## src/rtl/reco_clk_pkg.sv

```systemverilog
// constants for the recovered clock output selector
package reco_clk_pkg;
  localparam int unsigned NUM_GIG_LANES = 8;
  localparam int unsigned NUM_FAST_LANES = 2;
  localparam int unsigned NUM_PINS = 10;
  localparam int unsigned DATA_W = 32;
  localparam int unsigned ADDR_W = 8;

  // register byte offsets
  localparam logic [7:0] OFS_ENABLE = 8'h00;
  localparam logic [7:0] OFS_SELECT = 8'h04;
  localparam logic [7:0] OFS_COMMON_DIV = 8'h08;
  localparam logic [7:0] OFS_GIG_CLK_SEL = 8'h0c;
  localparam logic [7:0] OFS_FAST_CLK_SEL = 8'h10;
  localparam logic [7:0] OFS_GIG_DIV = 8'h14;
  localparam logic [7:0] OFS_FAST_DIV = 8'h18;
  localparam logic [7:0] OFS_SQUELCH = 8'h1c;
  localparam logic [7:0] OFS_STATUS = 8'h20;

  // field positions
  localparam int unsigned PIN0_SEL_LSB = 16;
  localparam int unsigned PIN0_SEL_W = 4;
  localparam int unsigned AUTO_SQ_LSB = 16;
  localparam int unsigned STICKY_LSB = 16;
  localparam int unsigned DIV_W = 2;

  // divider encodings
  localparam logic [1:0] DIV_BY_1 = 2'h0;
  localparam logic [1:0] DIV_BY_4 = 2'h1;
  localparam logic [1:0] DIV_BY_5 = 2'h2;
  localparam logic [3:0] DIV4_PERIOD = 4'h4;
  localparam logic [3:0] DIV4_HIGH = 4'h2;
  localparam logic [3:0] DIV5_PERIOD = 4'h5;
  localparam logic [3:0] DIV5_HIGH = 4'h3;

  // bus responses
  localparam logic [1:0] RESP_OKAY = 2'h0;
  localparam logic [1:0] RESP_SLVERR = 2'h2;

  // reset values
  localparam logic [31:0] RST_ZERO = 32'h0000_0000;

  // register indices
  typedef enum logic [3:0] {
    REG_ENABLE = 4'h0,
    REG_SELECT = 4'h1,
    REG_COMMON_DIV = 4'h2,
    REG_GIG_CLK_SEL = 4'h3,
    REG_FAST_CLK_SEL = 4'h4,
    REG_GIG_DIV = 4'h5,
    REG_FAST_DIV = 4'h6,
    REG_SQUELCH = 4'h7,
    REG_STATUS = 4'h8,
    REG_NONE = 4'hf
  } reg_idx_t;
endpackage

```

## src/rtl/reco_clk_divider.sv

```systemverilog
// divides a sampled recovered clock level by 1, 4 or 5
`timescale 1ns/1ps
module reco_clk_divider (
  input wire logic sys_clk,
  input wire logic nrst,
  input wire logic src_level,
  input wire logic [1:0] div_sel,
  output logic div_level
);
  logic src_prev_r;
  logic [3:0] cnt_r;
  logic [3:0] cnt_nxt;
  logic [3:0] period;
  logic [3:0] high_len;
  logic div_level_r;
  logic rise;

  assign rise = src_level & ~src_prev_r;
  assign div_level = div_level_r;

  always_comb begin
    period = reco_clk_pkg::DIV4_PERIOD;
    high_len = reco_clk_pkg::DIV4_HIGH;
    if (div_sel == reco_clk_pkg::DIV_BY_5) begin
      period = reco_clk_pkg::DIV5_PERIOD;
      high_len = reco_clk_pkg::DIV5_HIGH;
    end
    cnt_nxt = cnt_r;
    if (rise) begin
      cnt_nxt = (cnt_r >= period - 4'h1) ? 4'h0 : cnt_r + 4'h1;
    end
  end

  always_ff @(posedge sys_clk or negedge nrst) begin
    if (!nrst) begin
      src_prev_r <= 1'b0;
    end else begin
      src_prev_r <= src_level;
    end
  end

  always_ff @(posedge sys_clk or negedge nrst) begin
    if (!nrst) begin
      cnt_r <= 4'h0;
      div_level_r <= 1'b0;
    end else if (div_sel == reco_clk_pkg::DIV_BY_4 ||
                 div_sel == reco_clk_pkg::DIV_BY_5) begin
      cnt_r <= cnt_nxt;
      div_level_r <= (cnt_nxt < high_len);
    end else begin
      // undivided or reserved code: pass the clock straight on
      cnt_r <= 4'h0;
      div_level_r <= src_level;
    end
  end
endmodule // reco_clk_divider

```

## src/rtl/recovered_clock_output_select.sv

```systemverilog
// recovered clock routing, division and squelch with axi4-lite registers
//
// Added by the designer: the register addresses and the AXI4-Lite slave port.
`timescale 1ns/1ps
//////////////////////////////////////////////////////////////////////////////
module recovered_clock_output_select #(
  parameter int unsigned NUM_GIG = reco_clk_pkg::NUM_GIG_LANES,
  parameter int unsigned NUM_FAST = reco_clk_pkg::NUM_FAST_LANES
) (
  input wire logic sys_clk,
  input wire logic nrst,
  input wire logic [NUM_GIG-1:0] gig_lane_clk,
  input wire logic [NUM_FAST-1:0] fast_lane_clk,
  input wire logic [NUM_GIG+NUM_FAST-1:0] lane_timing_bad,
  output logic [NUM_GIG+NUM_FAST-1:0] recovered_clock_out_pin,
  input wire logic [7:0] s_axi_awaddr,
  input wire logic s_axi_awvalid,
  output logic s_axi_awready,
  input wire logic [31:0] s_axi_wdata,
  input wire logic [3:0] s_axi_wstrb,
  input wire logic s_axi_wvalid,
  output logic s_axi_wready,
  output logic [1:0] s_axi_bresp,
  output logic s_axi_bvalid,
  input wire logic s_axi_bready,
  input wire logic [7:0] s_axi_araddr,
  input wire logic s_axi_arvalid,
  output logic s_axi_arready,
  output logic [31:0] s_axi_rdata,
  output logic [1:0] s_axi_rresp,
  output logic s_axi_rvalid,
  input wire logic s_axi_rready
);
  localparam int unsigned NP = NUM_GIG + NUM_FAST;

  generate
    if (NUM_GIG != reco_clk_pkg::NUM_GIG_LANES ||
        NUM_FAST != reco_clk_pkg::NUM_FAST_LANES) begin : g_bad_cfg
      $error("lane counts must match the register layout");
    end
  endgenerate

  //////////////////////////////////////////////////////////////////////////
  // decode shared by the read and write paths
  function automatic reco_clk_pkg::reg_idx_t decode(input logic [7:0] a);
    case (a)
      reco_clk_pkg::OFS_ENABLE: decode = reco_clk_pkg::REG_ENABLE;
      reco_clk_pkg::OFS_SELECT: decode = reco_clk_pkg::REG_SELECT;
      reco_clk_pkg::OFS_COMMON_DIV: decode = reco_clk_pkg::REG_COMMON_DIV;
      reco_clk_pkg::OFS_GIG_CLK_SEL: decode = reco_clk_pkg::REG_GIG_CLK_SEL;
      reco_clk_pkg::OFS_FAST_CLK_SEL: decode = reco_clk_pkg::REG_FAST_CLK_SEL;
      reco_clk_pkg::OFS_GIG_DIV: decode = reco_clk_pkg::REG_GIG_DIV;
      reco_clk_pkg::OFS_FAST_DIV: decode = reco_clk_pkg::REG_FAST_DIV;
      reco_clk_pkg::OFS_SQUELCH: decode = reco_clk_pkg::REG_SQUELCH;
      reco_clk_pkg::OFS_STATUS: decode = reco_clk_pkg::REG_STATUS;
      default: decode = reco_clk_pkg::REG_NONE;
    endcase
  endfunction

  function automatic logic [31:0] merge(input logic [31:0] old_v,
                                        input logic [31:0] new_v,
                                        input logic [3:0] strb);
    logic [31:0] r;
    r = old_v;
    for (int b = 0; b < 4; b++) begin
      if (strb[b]) begin
        r[8*b +: 8] = new_v[8*b +: 8];
      end
    end
    return r;
  endfunction

  //////////////////////////////////////////////////////////////////////////
  // bus slave
  logic [31:0] enable_reg_r;
  logic [31:0] select_reg_r;
  logic [31:0] common_div_reg_r;
  logic [31:0] gig_clk_sel_reg_r;
  logic [31:0] fast_clk_sel_reg_r;
  logic [31:0] gig_div_reg_r;
  logic [31:0] fast_div_reg_r;
  logic [31:0] squelch_reg_r;
  logic [NP-1:0] bad_sticky_r;
  logic [NP-1:0] squelch_now;
  logic [NP-1:0] pin_live;
  logic bvalid_r;
  logic [1:0] bresp_r;
  logic rvalid_r;
  logic [1:0] rresp_r;
  logic [31:0] rdata_r;
  logic wr_fire;
  logic rd_fire;
  reco_clk_pkg::reg_idx_t wr_idx;
  reco_clk_pkg::reg_idx_t rd_idx;
  logic [31:0] status_word;

  // both halves are taken together so neither can outrun the other
  assign wr_fire = s_axi_awvalid & s_axi_wvalid & ~bvalid_r;
  assign s_axi_awready = wr_fire;
  assign s_axi_wready = wr_fire;
  assign s_axi_bvalid = bvalid_r;
  assign s_axi_bresp = bresp_r;
  assign rd_fire = s_axi_arvalid & ~rvalid_r;
  assign s_axi_arready = rd_fire;
  assign s_axi_rvalid = rvalid_r;
  assign s_axi_rresp = rresp_r;
  assign s_axi_rdata = rdata_r;
  assign wr_idx = decode(s_axi_awaddr);
  assign rd_idx = decode(s_axi_araddr);

  always_ff @(posedge sys_clk or negedge nrst) begin
    if (!nrst) begin
      bvalid_r <= 1'b0;
      bresp_r <= reco_clk_pkg::RESP_OKAY;
    end else if (wr_fire) begin
      bvalid_r <= 1'b1;
      bresp_r <= (wr_idx == reco_clk_pkg::REG_NONE) ?
                 reco_clk_pkg::RESP_SLVERR : reco_clk_pkg::RESP_OKAY;
    end else if (s_axi_bready) begin
      bvalid_r <= 1'b0;
    end
  end

  always_ff @(posedge sys_clk or negedge nrst) begin
    if (!nrst) begin
      rvalid_r <= 1'b0;
      rresp_r <= reco_clk_pkg::RESP_OKAY;
      rdata_r <= reco_clk_pkg::RST_ZERO;
    end else if (rd_fire) begin
      rvalid_r <= 1'b1;
      rresp_r <= reco_clk_pkg::RESP_OKAY;
      case (rd_idx)
        reco_clk_pkg::REG_ENABLE: rdata_r <= enable_reg_r;
        reco_clk_pkg::REG_SELECT: rdata_r <= select_reg_r;
        reco_clk_pkg::REG_COMMON_DIV: rdata_r <= common_div_reg_r;
        reco_clk_pkg::REG_GIG_CLK_SEL: rdata_r <= gig_clk_sel_reg_r;
        reco_clk_pkg::REG_FAST_CLK_SEL: rdata_r <= fast_clk_sel_reg_r;
        reco_clk_pkg::REG_GIG_DIV: rdata_r <= gig_div_reg_r;
        reco_clk_pkg::REG_FAST_DIV: rdata_r <= fast_div_reg_r;
        reco_clk_pkg::REG_SQUELCH: rdata_r <= squelch_reg_r;
        reco_clk_pkg::REG_STATUS: rdata_r <= status_word;
        default: begin
          rdata_r <= reco_clk_pkg::RST_ZERO;
          rresp_r <= reco_clk_pkg::RESP_SLVERR;
        end
      endcase
    end else if (s_axi_rready) begin
      rvalid_r <= 1'b0;
    end
  end

  // writable registers keep only their defined bits; the rest read zero
  localparam logic [31:0] MASK_PINS = 32'h0000_03ff;
  localparam logic [31:0] MASK_SELECT = 32'h000f_03ff;
  localparam logic [31:0] MASK_DIV1 = 32'h0000_0003;
  localparam logic [31:0] MASK_GIG = 32'h0000_00ff;
  localparam logic [31:0] MASK_FAST = 32'h0000_0003;
  localparam logic [31:0] MASK_GIG_DIV = 32'h0000_ffff;
  localparam logic [31:0] MASK_FAST_DIV = 32'h0000_000f;
  localparam logic [31:0] MASK_SQUELCH = 32'h03ff_03ff;

  always_ff @(posedge sys_clk or negedge nrst) begin
    if (!nrst) begin
      enable_reg_r <= reco_clk_pkg::RST_ZERO;
      select_reg_r <= reco_clk_pkg::RST_ZERO;
      common_div_reg_r <= reco_clk_pkg::RST_ZERO;
      gig_clk_sel_reg_r <= reco_clk_pkg::RST_ZERO;
      fast_clk_sel_reg_r <= reco_clk_pkg::RST_ZERO;
      gig_div_reg_r <= reco_clk_pkg::RST_ZERO;
      fast_div_reg_r <= reco_clk_pkg::RST_ZERO;
      squelch_reg_r <= reco_clk_pkg::RST_ZERO;
    end else if (wr_fire) begin
      case (wr_idx)
        reco_clk_pkg::REG_ENABLE: enable_reg_r <= MASK_PINS &
          merge(enable_reg_r, s_axi_wdata, s_axi_wstrb);
        reco_clk_pkg::REG_SELECT: select_reg_r <= MASK_SELECT &
          merge(select_reg_r, s_axi_wdata, s_axi_wstrb);
        reco_clk_pkg::REG_COMMON_DIV: common_div_reg_r <= MASK_DIV1 &
          merge(common_div_reg_r, s_axi_wdata, s_axi_wstrb);
        reco_clk_pkg::REG_GIG_CLK_SEL: gig_clk_sel_reg_r <= MASK_GIG &
          merge(gig_clk_sel_reg_r, s_axi_wdata, s_axi_wstrb);
        reco_clk_pkg::REG_FAST_CLK_SEL: fast_clk_sel_reg_r <= MASK_FAST &
          merge(fast_clk_sel_reg_r, s_axi_wdata, s_axi_wstrb);
        reco_clk_pkg::REG_GIG_DIV: gig_div_reg_r <= MASK_GIG_DIV &
          merge(gig_div_reg_r, s_axi_wdata, s_axi_wstrb);
        reco_clk_pkg::REG_FAST_DIV: fast_div_reg_r <= MASK_FAST_DIV &
          merge(fast_div_reg_r, s_axi_wdata, s_axi_wstrb);
        reco_clk_pkg::REG_SQUELCH: squelch_reg_r <= MASK_SQUELCH &
          merge(squelch_reg_r, s_axi_wdata, s_axi_wstrb);
        default: ;
      endcase
    end
  end

  // sticky record of bad timing; a new event beats a same-cycle clear
  always_ff @(posedge sys_clk or negedge nrst) begin
    if (!nrst) begin
      bad_sticky_r <= '0;
    end else begin
      for (int i = 0; i < NP; i++) begin
        if (lane_timing_bad[i]) begin
          bad_sticky_r[i] <= 1'b1;
        end else if (wr_fire && wr_idx == reco_clk_pkg::REG_STATUS &&
                     s_axi_wstrb[(reco_clk_pkg::STICKY_LSB + i) / 8] &&
                     s_axi_wdata[reco_clk_pkg::STICKY_LSB + i]) begin
          bad_sticky_r[i] <= 1'b0;
        end
      end
    end
  end

  always_comb begin
    status_word = reco_clk_pkg::RST_ZERO;
    status_word[NP-1:0] = pin_live;
    status_word[reco_clk_pkg::STICKY_LSB +: NP] = bad_sticky_r;
  end

  //////////////////////////////////////////////////////////////////////////
  // lanes, buses and dividers
  logic [NP-1:0] lane_clk;
  logic [NP-1:0] lane_drives_common;
  logic [NP*reco_clk_pkg::DIV_W-1:0] lane_div;
  logic [NP-1:0] indiv_bus;
  logic common_src;
  logic common_bus;

  assign lane_clk = {fast_lane_clk, gig_lane_clk};
  assign lane_drives_common = {fast_clk_sel_reg_r[NUM_FAST-1:0],
                               gig_clk_sel_reg_r[NUM_GIG-1:0]};
  assign lane_div = {fast_div_reg_r[NUM_FAST*reco_clk_pkg::DIV_W-1:0],
                     gig_div_reg_r[NUM_GIG*reco_clk_pkg::DIV_W-1:0]};

  // lowest enabled lane owns the shared bus, so two drivers never fight
  always_comb begin
    common_src = 1'b0;
    for (int i = NP - 1; i >= 0; i--) begin
      if (lane_drives_common[i]) begin
        common_src = lane_clk[i];
      end
    end
  end

  genvar g;
  generate
    for (g = 0; g < NP; g++) begin : g_lane
      reco_clk_divider u_div (
        .sys_clk(sys_clk),
        .nrst(nrst),
        .src_level(lane_clk[g]),
        .div_sel(lane_div[g*reco_clk_pkg::DIV_W +: reco_clk_pkg::DIV_W]),
        .div_level(indiv_bus[g])
      );
    end
  endgenerate

  reco_clk_divider u_common_div (
    .sys_clk(sys_clk),
    .nrst(nrst),
    .src_level(common_src),
    .div_sel(common_div_reg_r[reco_clk_pkg::DIV_W-1:0]),
    .div_level(common_bus)
  );

  //////////////////////////////////////////////////////////////////////////
  // pin selection, squelch and gating
  logic [NP-1:0] pin_choice;
  logic [reco_clk_pkg::PIN0_SEL_W-1:0] pin0_sel;
  logic pin0_clk;
  logic [NP-1:0] pin_out_r;

  assign pin0_sel = select_reg_r[reco_clk_pkg::PIN0_SEL_LSB +:
                                 reco_clk_pkg::PIN0_SEL_W];

  always_comb begin
    for (int i = 0; i < NP; i++) begin
      pin_choice[i] = select_reg_r[i] ? common_bus : indiv_bus[i];
    end
  end

  // code zero or an out-of-range code keeps pin 0 on its own choice
  always_comb begin
    pin0_clk = pin_choice[0];
    for (int k = 1; k < NP; k++) begin
      if (pin0_sel == k[reco_clk_pkg::PIN0_SEL_W-1:0]) begin
        pin0_clk = pin_choice[k];
      end
    end
  end

  assign squelch_now = squelch_reg_r[NP-1:0] |
    (lane_timing_bad & squelch_reg_r[reco_clk_pkg::AUTO_SQ_LSB +: NP]);
  assign pin_live = enable_reg_r[NP-1:0] & ~squelch_now;

  always_ff @(posedge sys_clk or negedge nrst) begin
    if (!nrst) begin
      pin_out_r <= '0;
    end else begin
      for (int i = 0; i < NP; i++) begin
        if (!pin_live[i]) begin
          pin_out_r[i] <= 1'b0;
        end else if (i == 0) begin
          pin_out_r[i] <= pin0_clk;
        end else begin
          pin_out_r[i] <= pin_choice[i];
        end
      end
    end
  end

  assign recovered_clock_out_pin = pin_out_r;
endmodule // recovered_clock_output_select

```

## config.mk

```make
export PLATFORM = sky130hd
export DESIGN_NAME = recovered_clock_output_select
export DESIGN_NICKNAME = d
export VERILOG_FILES = /design/src/rtl/reco_clk_pkg.sv /design/src/rtl/reco_clk_divider.sv /design/src/rtl/recovered_clock_output_select.sv
export SDC_FILE = /design/constraint.sdc
export NUM_CORES = 1
export LEC_CHECK = 0
export BUFFER_PORTS_ARGS = -buffer_cell sky130_fd_sc_hd__clkbuf_2
export CAP_MARGIN = 20
export CORE_ASPECT_RATIO = 0.8
export CORE_MARGIN = 5
export CORE_UTILIZATION = 58
export DETAILED_ROUTE_END_ITERATION = 8
export PLACE_DENSITY = 0.84
export SYNTH_ARGS = -nofsm -noshare
export SYNTH_HDL_FRONTEND = slang
export SYNTH_SLANG_ARGS = --single-unit
export TNS_END_PERCENT = 50
```

## constraint.sdc

```tcl
create_clock -name sys_clk -period 2.6 [get_ports sys_clk]
set_input_delay 0.26 -clock sys_clk [delete_from_list [all_inputs] [get_ports sys_clk]]
set_output_delay 0.26 -clock sys_clk [all_outputs]
set_load 0.005 [all_outputs]
```

==> flow_metrics.py <==
metrics = {
    "status": {
        "run_status": "complete, no violations",
    },
    "logic_synthesis": {
        "synth.distinct_cells": 73,
        "mean_instance_size_in_the_synthesized_netlist_sq_um": 10.6,
        "ys_dominant_reg_cell": "dfrtp_1",
        "synth_enable_flop_cells": 0,
        "yosysWarnings": 0,
        "netlist_area_sq_um": 10100,
        "syn-instance-count": 945,
        "ys_seq_elements": 192,
        "yosysSeqAreaShare_pct": 47.8,
        "synth_async_sr_flop_share_pct": 100,
    },
    "routing": {
        "drtAntennaViolNets": 0,
        "viasPerCell": 6.17,
        "routed-via-count": 8136,
        "finalWirelength_microns": 26300,
        "detail_route.wl_per_cell_microns": 20.0,
        "drc": 0,
        "first_pass_iters": 6,
        "drt_iter0_drc": 714,
    },
    "worst_hold_path": {
        "min-delay-start": "s_axi_rready",
        "hp-class": "input port to flop",
        "holdPathEnd": "s_axi_rvalid",
        "min_delay_path_depth": 2,
    },
    "cts": {
        "cts_root_buf": "clkbuf_16",
        "clock_sinks": 192,
        "deepest_level_of_the_cts_h_tree": 4,
        "clk_pin_slew_worst_paths_ps": 70,
        "clock_latency_ps": 440,
        "cts_tree": "built",
        "cts_max_path_buffers": 2,
        "cts_inserted_buffers": 17,
    },
    "timing": {
        "max_slew.worst_pin.slew_ps": 602,
        "rsz0062_at_grt": "yes",
        "finalCriticalPeriod_ps": 2520,
        "timing.final.max_slew_violations": 0,
        "maximum_achievable_frequency_ghz": 0.396,
        "fin_crit_sh_pct": 97.1,
        "slew_headroom_pct": 59.9,
        "total_count_of_hold_check_failures_in_the_final_report": 0,
        "report.final.setup_viol": 0,
        "clock-skew-final_ps": 10.1,
    },
    "cells_and_area": {
        "flow.area_growth_from_synthesis_pct": 15.6,
        "fillCellCount": 1249,
        "nNetsFinal": 1215,
        "final_cell_area_excluding_filler_cells_sq_um": 11600,
        "most-common-layout-cells": "192 x dfrtp_1, 114 x clkbuf_2, 84 x nand2_1",
        "antenna-diode-count": 0,
        "utilization_pct": 67.7,
        "drive_above_1_share_pct": 25.3,
        "final_common_cell": "dfrtp_1",
    },
    "die": {
        "core_sq_um": 17200,
        "start_util_pct": 58.6,
        "floorplan_die_width_microns": 157,
        "io-pin-count": 130,
        "dieHeight_microns": 128,
        "die_area_sq_um": 20100,
        "num_rows": 43,
    },
    "global_routing": {
        "grt_max_degree": 75,
        "via_count_of_the_first_global_routing_pass": 7939,
        "gr-max-usage-layer": "met2",
        "grt_use_met2_pct": 40.8,
        "use_met1_pct": 36.6,
        "global_route.usage.total_pct": 26.4,
        "grt_first_pass_wirelength_microns": 41700,
        "grt.overflow.total": 0,
        "use_met3_pct": 7.05,
        "antenna_found_initial": 2,
    },
    "placed_design": {
        "post-dp-hpwl_microns": 19200,
        "port_buffers": 115,
        "placed_area_sq_um": 11000,
        "place_congestion": 0.956,
    },
    "power_and_ir_drop": {
        "leakagePower_nw": 5.58,
        "design_power_total_w": 0.00730,
        "vdd.ir_drop.worst_v": 0.000421,
        "power_per_cell_area_nw_per_um2": 628,
    },
    "worst_setup_path": {
        "timing.critical_path.to_type": "flop",
        "r2r_setup_slack_ps": 80,
        "arrival_ps": 2840,
        "critical_path_required_ps": 2910,
        "reg2reg_from": "gig_div_reg_r[6]",
        "worst_r2r_path_depth": 9,
        "worst-path-max-fanout": 4,
        "critPathLaunchType": "flop",
        "critical_path_class": "flop to flop",
        "r2r_end": "g_lane[3].u_div.div_level",
    },
    "run": {
        "maxCapViolations": 0,
    },
}
-- metal layers --
metal	routed length [microns]	share of wire, %
met4	700	2.7
met1	11000	42
met2	12000	46
met3	2530	9.6
met5	23	0.087
-- flip-flops by register name (all words and copies together) (netlist names), 14 cells and up --
name,count
g_lane.u_div.cnt_r,40
s_axi_rdata,26
squelch_reg_r,20
gig_div_reg_r,16
select_reg_r,14
-- worst max path at each step --
stage / slack, ps / from / depth (start not counted) / end
after floorplan: 250 / fast_div_reg_r[0] / 9 / g_lane[8].u_div.div_level
after global placement: 120 / gig_div_reg_r[6] / 9 / g_lane[3].u_div.div_level
after detailed placement: 60 / gig_div_reg_r[6] / 9 / g_lane[3].u_div.div_level
after CTS: 20 / gig_div_reg_r[6] / 9 / g_lane[3].u_div.div_level
after global routing: -4 / gig_div_reg_r[4] / 9 / g_lane[2].u_div.div_level
final: 80 / gig_div_reg_r[6] / 9 / g_lane[3].u_div.div_level
-- area by class of cell --
type                            instances  area, sq um  share of cell area (%)
Multi-Input combinational cell        668         4920                    42.3
Sequential cell                       192         4800                    41.3
Timing Repair Buffer                  143          840                    7.22
Clock buffer                           21          450                    3.88
Tap cell                              225          282                    2.42
Inverter                               59          221                    1.91
Clock inverter                         11          106                   0.915
-- power breakdown --
group	internal [W]	leakage (nW)	switching (W)
Sequential	0.00320	2.52	0.000226
Clock	0.00136	0.264	0.00116
Combinational	0.000588	2.80	0.000767
Total	0.00514	5.58	0.00215
-- per-stage QoR --
| step | setup TNS, ps | hold slack, ps | worst slack, ps | instances |
|---|---|---|---|---|
| after floorplan | 0 | -35.6 | 250 | 952 |
| after global placement | 0 | 316 | 121 | 1283 |
| after detailed placement | 0 | 317 | 59.3 | 1283 |
| after CTS | 0 | 1.99 | 20.7 | 1318 |
| after global routing | -4.44 | 4.96 | -4.44 | 1319 |
| final | 0 | 8.35 | 76.3 | 1319 |
-- critical path, cell delays in order, from the launching register on --
cell and delay, ps:
dfrtp_1 400, inv_1 130, ha_4 170, inv_1 60, ha_1 310, a211o_1 320
a311o_1 370, or3b_2 490, nand2_1 80, o41ai_1 70
-- cell usage after synthesis (all sizes together) (7+ instances only) --
master | n | share of area (%)
xnor2 | 8 | 0.70
o41ai | 10 | 0.87
nand2b | 24 | 1.5
clkbuf | 16 | 0.60
dfrtp | 192 | 48
mux2 | 75 | 8.4
nand3 | 28 | 1.5
nand4 | 8 | 0.50
nor2b | 31 | 2.0
ha | 55 | 6.8
o21ai | 48 | 2.4
a22o | 20 | 1.7
buf | 17 | 1.2
a211o | 11 | 0.96
a222oi | 7 | 0.70
a22oi | 12 | 0.90
a21o | 15 | 1.1
a211oi | 9 | 0.72
nand2 | 84 | 3.1
nor3 | 11 | 0.65
nor2 | 52 | 2.1
a21oi | 47 | 2.3
mux2i | 14 | 1.4
inv | 59 | 2.2
-- cells by family (layout without fill, tap and decap cells) --
family | count (synthesis) | after routing | synth area share (%)
muxes | 89 | 89 | 9.79
AOI/OAI and AO/OA | 230 | 230 | 16.2
xor gates and xnor gates | 8 | 8 | 0.697
DFF | 192 | 192 | 47.8
and+or+nand+nor | 278 | 278 | 14.6
adders and majority gates | 55 | 55 | 6.84
other | 1 | 8 | 0.0373
buffers and inverters | 92 | 234 | 4.02
-- what timing repair did --
action | CTS | global route
hold buffers | 3 | 0
endpoints found under the setup margin | 0 | 10
gates resized for setup | 0 | 7
setup buffers | 0 | 1
endpoints found under the hold margin | 72 | 0
(Power assumes the default switching activity.)
